==> src/core/tamper_pkg.sv <==
/*
 * Constants for the tamper detector with backup data store.
 * Assumes an APB master with 32-bit data and one register per aligned word.
 */
// How it works
// - Pin-enable 0 turns detection off and frees the pin for general use.
// - Polarity 0 makes a high pin level active; 1 makes low active.
// - An active level on the enabled pin clears every backup data register.
// - Event flag sets on every tamper event regardless of interrupt enable.
// - Interrupt flag sets on a tamper event only while interrupt enable is 1.
// - Interrupt flag resets only by software clear, system reset or Standby exit.
// - Interrupt enable bit gates tamper interrupt generation; irq_o rises on any tamper event when irq_mask bit 0 is set.
// - Tamper interrupt never wakes the core from low-power modes.
// - Writing 1 to the interrupt clear bit clears the interrupt flag.
// - Writing 1 to the event clear bit clears the event flag.
// - Forty-two 16-bit backup registers, cleared by domain reset or tamper.
// - Tamper is unavailable while the pin outputs alarm, second or clock.
package tamper_pkg;

   // ------------------------------------------------------------
   // Register map
   // ------------------------------------------------------------
   localparam int          NUM_BACKUP            = 42;
   localparam int          DATA_W                = 16;
   localparam logic [11:0] ADDR_BACKUP_FIRST     = 12'h004;
   localparam logic [11:0] ADDR_TAMPER_CONTROL   = 12'h0B0;
   localparam logic [11:0] ADDR_TAMPER_CTRL_STS  = 12'h0B4;
   localparam logic [11:0] ADDR_IRQ_STATUS       = 12'h0C0;
   localparam logic [11:0] ADDR_IRQ_MASK         = 12'h0C4;

   // ------------------------------------------------------------
   // Field positions and reset values
   // ------------------------------------------------------------
   localparam int          BIT_PIN_ENABLE        = 0;
   localparam int          BIT_POLARITY          = 1;
   localparam int          BIT_EVENT_CLEAR       = 0;
   localparam int          BIT_IRQ_CLEAR         = 1;
   localparam int          BIT_IRQ_ENABLE        = 2;
   localparam int          BIT_EVENT_FLAG        = 8;
   localparam int          BIT_IRQ_FLAG          = 9;
   localparam logic [15:0] RESET_BACKUP          = 16'h0000;
   localparam logic [1:0]  RESET_CONTROL         = 2'h0;

endpackage

==> src/core/tamper_detect_backup_clear.sv <==
/*
 * Tamper detector with backup data registers, interrupt status and mask.
 * Assumes tamper pin is synchronous to ref_clk_i and an APB master.
 */
// Decided for this implementation: the placing of the registers and the APB register port.
module tamper_detect_backup_clear
   import tamper_pkg::*;
#(
   parameter int NUM_REGS = NUM_BACKUP
)
(
   input  wire logic        ref_clk_i,
   input  wire logic        nrst_i,
   input  wire logic        nrst_backup_i,
   input  wire logic        standby_exit_i,
   input  wire logic        pin_output_busy_i,
   input  wire logic        tamper_pin_i,
   input  wire logic        psel_i,
   input  wire logic        penable_i,
   input  wire logic        pwrite_i,
   input  wire logic [11:0] paddr_i,
   input  wire logic [31:0] pwdata_i,
   output logic      [31:0] prdata_o,
   output logic             pready_o,
   output logic             pslverr_o,
   output logic             pin_gpio_free_o,
   output logic             tamper_irq_o,
   output logic             irq_o
);

   initial
   begin
      if (NUM_REGS < 1 || NUM_REGS > 44)
         $error("NUM_REGS out of range");
   end

   // ------------------------------------------------------------
   // Bus decode
   // ------------------------------------------------------------
   logic                           wr;
   logic                           rd;
   logic                           is_backup;
   logic [11:0]                    backup_off;
   logic [5:0]                     backup_idx;
   logic                           hit_ctrl;
   logic                           hit_cs;
   logic                           hit_st;
   logic                           hit_mask;
   logic                           mapped;

   assign wr         = psel_i & penable_i & pwrite_i;
   assign rd         = psel_i & penable_i & ~pwrite_i;
   assign backup_off = paddr_i - ADDR_BACKUP_FIRST;
   assign backup_idx = backup_off[7:2];
   assign is_backup  = (paddr_i[1:0] == 2'h0) && (paddr_i >= ADDR_BACKUP_FIRST)
                       && (backup_off[11:2] < 10'(NUM_REGS));
   assign hit_ctrl   = paddr_i == ADDR_TAMPER_CONTROL;
   assign hit_cs     = paddr_i == ADDR_TAMPER_CTRL_STS;
   assign hit_st     = paddr_i == ADDR_IRQ_STATUS;
   assign hit_mask   = paddr_i == ADDR_IRQ_MASK;
   assign mapped     = is_backup | hit_ctrl | hit_cs | hit_st | hit_mask;
   assign pready_o   = 1'b1;
   assign pslverr_o  = psel_i & penable_i & ~mapped;

   // ------------------------------------------------------------
   // Control registers
   // ------------------------------------------------------------
   logic                           pin_enable;
   logic                           polarity;
   logic                           irq_enable;

   always_ff @(posedge ref_clk_i)
   begin
      if (!nrst_backup_i)
      begin
         pin_enable <= RESET_CONTROL[BIT_PIN_ENABLE];
         polarity   <= RESET_CONTROL[BIT_POLARITY];
      end
      else if (wr && hit_ctrl)
      begin
         pin_enable <= pwdata_i[BIT_PIN_ENABLE];
         polarity   <= pwdata_i[BIT_POLARITY];
      end
   end

   always_ff @(posedge ref_clk_i)
   begin
      if (!nrst_backup_i)
         irq_enable <= 1'b0;
      else if (wr && hit_cs)
         irq_enable <= pwdata_i[BIT_IRQ_ENABLE];
   end

   // ------------------------------------------------------------
   // Detection
   // ------------------------------------------------------------
   logic                           active_level;
   logic                           tamper_event;

   assign pin_gpio_free_o = ~pin_enable;
   assign active_level    = tamper_pin_i ^ polarity;
   assign tamper_event    = pin_enable & ~pin_output_busy_i & active_level;

   // ------------------------------------------------------------
   // Flags
   // ------------------------------------------------------------
   logic                           event_flag;
   logic                           irq_flag;

   always_ff @(posedge ref_clk_i)
   begin
      if (!nrst_backup_i)
         event_flag <= 1'b0;
      else if (tamper_event)
         event_flag <= 1'b1;
      else if (wr && hit_cs && pwdata_i[BIT_EVENT_CLEAR])
         event_flag <= 1'b0;
   end

   always_ff @(posedge ref_clk_i)
   begin
      if (!nrst_i || standby_exit_i)
         irq_flag <= 1'b0;
      else if (tamper_event && irq_enable)
         irq_flag <= 1'b1;
      else if (wr && hit_cs && pwdata_i[BIT_IRQ_CLEAR])
         irq_flag <= 1'b0;
   end

   // No wake-up path exists; the request is a plain level
   assign tamper_irq_o = irq_flag;

   // ------------------------------------------------------------
   // Backup data store
   // ------------------------------------------------------------
   logic [DATA_W-1:0]              backup [NUM_REGS];

   always_ff @(posedge ref_clk_i)
   begin
      if (!nrst_backup_i || tamper_event)
      begin
         for (int i = 0; i < NUM_REGS; i++)
            backup[i] <= RESET_BACKUP;
      end
      else if (wr && is_backup)
         backup[backup_idx] <= pwdata_i[DATA_W-1:0];
   end

   // ------------------------------------------------------------
   // Interrupt status and mask
   // ------------------------------------------------------------
   logic [1:0]                     irq_status;
   logic [1:0]                     irq_mask;
   logic [1:0]                     next_irq_status;

   always_comb
   begin
      next_irq_status = irq_status;
      if (wr && hit_st)
         next_irq_status = irq_status & ~pwdata_i[1:0];
      if (tamper_event)
         next_irq_status[0] = 1'b1;
      if (tamper_event && irq_enable)
         next_irq_status[1] = 1'b1;
   end

   always_ff @(posedge ref_clk_i)
   begin
      if (!nrst_i)
         irq_status <= 2'h0;
      else
         irq_status <= next_irq_status;
   end

   always_ff @(posedge ref_clk_i)
   begin
      if (!nrst_i)
         irq_mask <= 2'h0;
      else if (wr && hit_mask)
         irq_mask <= pwdata_i[1:0];
   end

   assign irq_o = |(irq_status & irq_mask);

   // ------------------------------------------------------------
   // Read data
   // ------------------------------------------------------------
   always_ff @(posedge ref_clk_i)
   begin
      if (!nrst_i)
         prdata_o <= 32'h0000_0000;
      else if (psel_i && !penable_i && !pwrite_i)
      begin
         prdata_o <= 32'h0000_0000;
         if (is_backup)
            prdata_o[DATA_W-1:0] <= backup[backup_idx];
         else if (hit_ctrl)
         begin
            prdata_o[BIT_PIN_ENABLE] <= pin_enable;
            prdata_o[BIT_POLARITY]   <= polarity;
         end
         else if (hit_cs)
         begin
            prdata_o[BIT_IRQ_ENABLE] <= irq_enable;
            prdata_o[BIT_EVENT_FLAG] <= event_flag;
            prdata_o[BIT_IRQ_FLAG]   <= irq_flag;
         end
         else if (hit_st)
            prdata_o[1:0] <= irq_status;
         else if (hit_mask)
            prdata_o[1:0] <= irq_mask;
      end
   end

endmodule

==> config.mk <==
export PLATFORM = sky130hd
export DESIGN_NAME = tamper_detect_backup_clear
export DESIGN_NICKNAME = d
export VERILOG_FILES = /design/src/core/tamper_pkg.sv /design/src/core/tamper_detect_backup_clear.sv
export SDC_FILE = /design/constraint.sdc
export NUM_CORES = 1
export LEC_CHECK = 0
export ABC_AREA = 1
export BUFFER_PORTS_ARGS = -buffer_cell sky130_fd_sc_hd__buf_2
export CORE_UTILIZATION = 45
export CTS_CLUSTER_DIAMETER = 100
export CTS_CLUSTER_SIZE = 10
export DETAILED_ROUTE_END_ITERATION = 10
export PLACE_DENSITY = 0.64
export SLEW_MARGIN = 20
export SYNTH_ARGS = -nofsm -noshare
export SYNTH_HDL_FRONTEND = slang
export SYNTH_SLANG_ARGS = --single-unit
==> constraint.sdc <==
create_clock -name ref_clk_i -period 4.55 [get_ports ref_clk_i]
set_clock_uncertainty 0.05 [all_clocks]
set_input_delay 0.91 -clock ref_clk_i [delete_from_list [all_inputs] [get_ports ref_clk_i]]
set_output_delay 0.91 -clock ref_clk_i [all_outputs]
set_load 0.005 [all_outputs]
; ---- After elaboration in Yosys (flattened, before gate mapping)
; Memory sizes are Yosys's and may differ from the RTL's.
; Index checks and enable logic that the tools add are counted.
[word_totals]
ramBits = 672
memories = 1
inputBits = 53
out_inout_bits = 37
ff_bits = 25
elab_cells = 85
[memory_table]
columns = memory, depth, word_bits, rd, rd_clocked_by_memory_dff, write_ports, line
row1 = backup, 42, 16, 1, 0, 42, tamper_detect_backup_clear.sv:136  ; logic [DATA_W-1:0] backup [NUM_REGS];
[classes]
bitwise = 16
eq_ne = 4
add_sub_neg = 1
muxes = 27
n_lt_le_gt_ge = 2
n_reduce_logical = 25
[ops]
columns = operator, count
row1 = $eq 12x8->1 const B, 4
row2 = $mux 16, 1
row3 = $mux 2, 8
row4 = $reduce_or 16->1, 1
row5 = $mux 1, 14
row6 = $ge 12x3->1 const B, 1
row7 = $logic_and 1x1->1, 12
row8 = $mux 6, 2
row9 = $sub 12x3->12 const B, 1
row10 = $lt 10x6->1 const B, 1
row11 = $reduce_bool 2->1, 4
row12 = $and 1x1->1, 5
row13 = $mux 5, 1
row14 = $and 2x2->2, 2
row15 = $logic_not 1->1, 4
row16 = $or 1x1->1, 4
row17 = $mux 3, 1
row18 = $not 1->1, 3
row19 = $logic_not 2->1, 1
row20 = $logic_or 1x1->1, 2
row21 = $not 2->2, 1
row22 = $reduce_or 2->1, 1
row23 = $xor 1x1->1, 1

; ---- Longest topological paths before layout
[logic_depth]
word_depth = 9
ltp_mapped = 19
mapped_depth_nobuf = 15

; ---- Worst setup path before layout
; Ideal clock, no wire load.
[synth_timing]
path_kind = input -> register
startpoint = input port paddr_i[2]
endpoint = memory backup[4][0], enable pin
arrival_time_ps = 3796
cell_stages = 15
path_slack_ps = 333
path_buffers = 5
setup_time_ps = 372
required_ps = 4128
cell_sequence = clkbuf_1 > inv_2 > buf_1 > buf_1 > ha_1 > inv_1 > nand2_1 > nand2_1 > nor2_1 > clkbuf_1 > nand2_1 > nor2_2 > nand2_2 > buf_6 > nand2_1
[synth_rtl]
columns = item, line
row1 = "start, declared", tamper_detect_backup_clear.sv:21  ; input wire logic [11:0] paddr_i,
row2 = "end, declared", tamper_detect_backup_clear.sv:136

==> flow_metrics.py <==
metrics = {
    "critical_path": {
        "crit_path_max_fanout": 17,
        "r2r_start": "polarity",
        "cpMostUsedCell": "nand2_1",
        "critPathMaxStageDelay_ps": 700,
        "cp_top_family": "simple AND/OR/NAND/NOR gates",
        "critPathRequiredTime_ps": 4760,
        "critPathCaptureType": "register",
        "cp.depth": 13,
        "r2r_end": "backup[33][2]",
        "reg2reg_setup_slack_ps": 1490,
        "critical_path_class": "input pin to register",
        "worst_ep_arrival_time_ps": 4000,
        "critPathLaunchType": "input pin",
        "cp-endpoint": "backup[33][2]",
        "critPathBufInv": 2,
        "crit_chain": "buf_2 -> inv_1 -> ha_1 -> nand2_1 -> nand2_1 -> nand2_1 -> nand3_1 -> nand3_1 -> nor2_4 -> nand3_4 -> nor2_4 -> nand2_2 -> nand2_1",
        "crit_slowest_cell": "nand2_1",
        "reg2reg_depth": 9,
        "crit_start": "paddr_i[3]",
    },
    "route": {
        "dr.pass1.iters": 6,
        "routed_wl_mm": 111,
        "post-route-drc-count": 0,
        "first_iter_violations": 3328,
        "drtAntennaViolNets": 0,
        "vias_per_cell": 5.36,
        "vias": 28900,
        "wl_per_cell_um": 20.7,
    },
    "floorplan": {
        "rows": 108,
        "core_area_sq_mm": 0.0870,
        "io_pins": 90,
        "die_x_um": 299,
        "initial_utilization_pct": 45.6,
        "die_area_sq_mm": 0.0894,
        "die_h_um": 299,
    },
    "synth": {
        "ys_seq_area_share_pct": 66.6,
        "synth_edf_count": 864,
        "syn_area_sq_mm": 0.0397,
        "ys_warn_count": 0,
        "synthArstFlopShare_pct": 0,
        "ys.flop_type": "edfxtp_1",
        "synth.distinct_cells": 30,
        "syn_inst": 4051,
        "synth_seq_cells": 889,
        "syn_area_per_cell_sq_um": 9.80,
    },
    "layout": {
        "area_delta_synth_final_pct": 11.6,
        "drive_above_1_share_pct": 7.73,
        "nNetsFinal": 4272,
        "final_cell_mix": "1,283 x nor2_1, 864 x edfxtp_1, 775 x nand2_1",
        "final_common_cell": "nor2_1",
        "finish.utilization_pct": 50.9,
        "fillers": 7854,
    },
    "run_status": {
        "status": "finished clean",
    },
    "clocking": {
        "cts_made_buffers": 98,
        "path_clk_slew_ps": 60,
        "cts-root-buf": "clkbuf_16",
        "cts_resized": 0,
        "cts.sink_count": 889,
        "cts_tree": "built",
        "ctsLongestPathBuffers": 3,
        "clock_latency_ps": 660,
        "htreeDepth": 3,
        "holdBufCountCts": 0,
        "post_cts_buffers": 0,
    },
    "timing": {
        "fin_crit_sh_pct": 83.4,
        "fmax_ghz": 0.264,
        "rsz0062_at_grt": "false",
        "final-max-slew-violation-count": 0,
        "period_needed_ps": 3790,
        "setup_viol": 0,
        "slew_headroom_pct": 27.1,
        "tns_ps": 0,
        "hold_viol": 0,
        "worst_pin_slew_ps": 1090,
    },
    "pwr": {
        "internal_power_mw": 13.6,
        "power_leakage_nw": 17.8,
        "p_seq_share_pct": 52.7,
        "ir_drop_v": 0.000268,
        "p_per_area_mw_per_mm2": 404,
        "clock_power_share_pct": 38.6,
        "p_switching_mw": 4.35,
        "combPwrFrac_pct": 8.7,
        "p_sw_share_pct": 24.3,
    },
    "grt": {
        "grt-ovfl-total": 0,
        "track_usage_pct": 24.6,
        "grt_pass1_wl_mm": 165,
        "antenna_found_initial": 3,
        "grt_start_max_net_pins": 153,
        "grt_pass1_vias": 26700,
    },
    "placement": {
        "hpwl_mm": 65.8,
        "gp_congestion": 0.883,
        "portBuffers": 56,
    },
    "worst_hold_path": {
        "hold_class": "input pin to register",
    },
    "flow_run": {
        "cap_violations": 0,
    },
}
[per-stage QoR]
stage,power [mW],area (sq um),setup slack (ps),hold slack [ps],instances
5_1_grt,18.4,44300,535,368,5387
6_report,17.9,44300,757,363,5388
3_3_place_gp,11.1,41700,150,411,5271
4_1_cts,17.9,44300,829,345,5387
3_5_place_dp,11.1,41700,149,416,5271
2_1_floorplan,10.5,40500,333,394,4258
[how the worst min path moves through the flow]
| stage | cells past startpoint | from | to | slack [ps] |
|---|---|---|---|---|
| CTS | 2 | standby_exit_i | tamper_irq_o | 340 |
| finish | 2 | standby_exit_i | tamper_irq_o | 360 |
| global route | 2 | standby_exit_i | tamper_irq_o | 370 |
| global placement | 2 | irq_status[0] | irq_status[0] | 410 |
| detailed placement | 2 | irq_status[1] | irq_status[1] | 420 |
| floorplan | 2 | irq_mask[1] | irq_mask[1] | 390 |
[layout make-up]
| class | count | area (sq um) | area share (%) |
|---|---|---|---|
| flip-flops and latches | 889 | 26400 | 59.7 |
| multi-input cells | 2996 | 12400 | 27.9 |
| clock buffers | 110 | 2520 | 5.69 |
| well taps | 1155 | 1450 | 3.26 |
| repair buffers | 161 | 1170 | 2.63 |
| inverters | 70 | 275 | 0.622 |
| clock inverters | 6 | 63.8 | 0.144 |
| diodes | 1 | 2.50 | 0.00565 |
[power groups by stage]
stage	Clock (mW)	Sequential [mW]	Combinational, mW
after floorplan	0	9.57	0.918
after global placement	0	9.58	1.52
after detailed placement	0	9.59	1.54
after CTS	6.96	9.43	1.55
after global routing	7.26	9.46	1.70
final	6.91	9.42	1.56
[flip-flops by register name, summed over array words and instances, names as in the netlist]
| signal | count |
|---|---|
| polarity | 1 |
| event_flag | 1 |
| pin_enable | 1 |
| irq_enable | 1 |
| irq_mask | 2 |
| irq_status | 2 |
| tamper_irq_o | 1 |
| backup | 864 |
| prdata_o | 16 |
[logic make-up after synthesis]
kind of cell | after synthesis | synth area share (%)
other | 2 | 0.0189
DFF | 889 | 66.6
buffers and inverters | 373 | 4.31
and+or+nand+nor | 2167 | 21.0
xor gates and xnor gates | 2 | 0.0441
adders and majority gates | 3 | 0.0946
AOI/OAI and AO/OA | 615 | 7.87
[synth_stat cells (2+ instances only)]
master | instances | area share, %
a211oi_1 | 2 | 0.038
ha_1 | 3 | 0.095
nand2_1 | 777 | 7.3
a22oi_1 | 2 | 0.038
nor3_1 | 2 | 0.025
o21ai_0 | 392 | 4.9
nand2_2 | 34 | 0.54
nand4_1 | 12 | 0.19
nand3_1 | 39 | 0.49
buf_1 | 24 | 0.23
nor2_4 | 2 | 0.057
xor2_1 | 2 | 0.044
clkinv_1 | 17 | 0.16
buf_4 | 20 | 0.38
a21oi_1 | 204 | 2.6
a21boi_0 | 13 | 0.25
conb_1 | 2 | 0.019
edfxtp_1 | 864 | 65
clkbuf_1 | 210 | 2.0
buf_6 | 28 | 0.79
buf_2 | 21 | 0.26
nor2_2 | 7 | 0.11
nor2_1 | 1292 | 12
inv_2 | 2 | 0.019
inv_1 | 51 | 0.48
dfxtp_1 | 25 | 1.3
[worst reg2reg max path, delay by kind of cell (launching register included)]
kind | cells | cell delay [ps]
AO/OA/AOI/OAI | 2 | 240
AND/OR/NAND/NOR | 5 | 1800
buffers and inverters | 2 | 220
flip-flops | 1 | 340
[metal layers]
layer | vias up | routed length [um] | track usage [%]
li1 | 13500 | - | -
met3 | 191 | 11100 | 5.07
met5 | - | 25 | 0
met1 | 13800 | 45200 | 33.5
met2 | 1366 | 51400 | 39.0
met4 | 4 | 3650 | 8.70
Power figures use the tool's default switching activity.
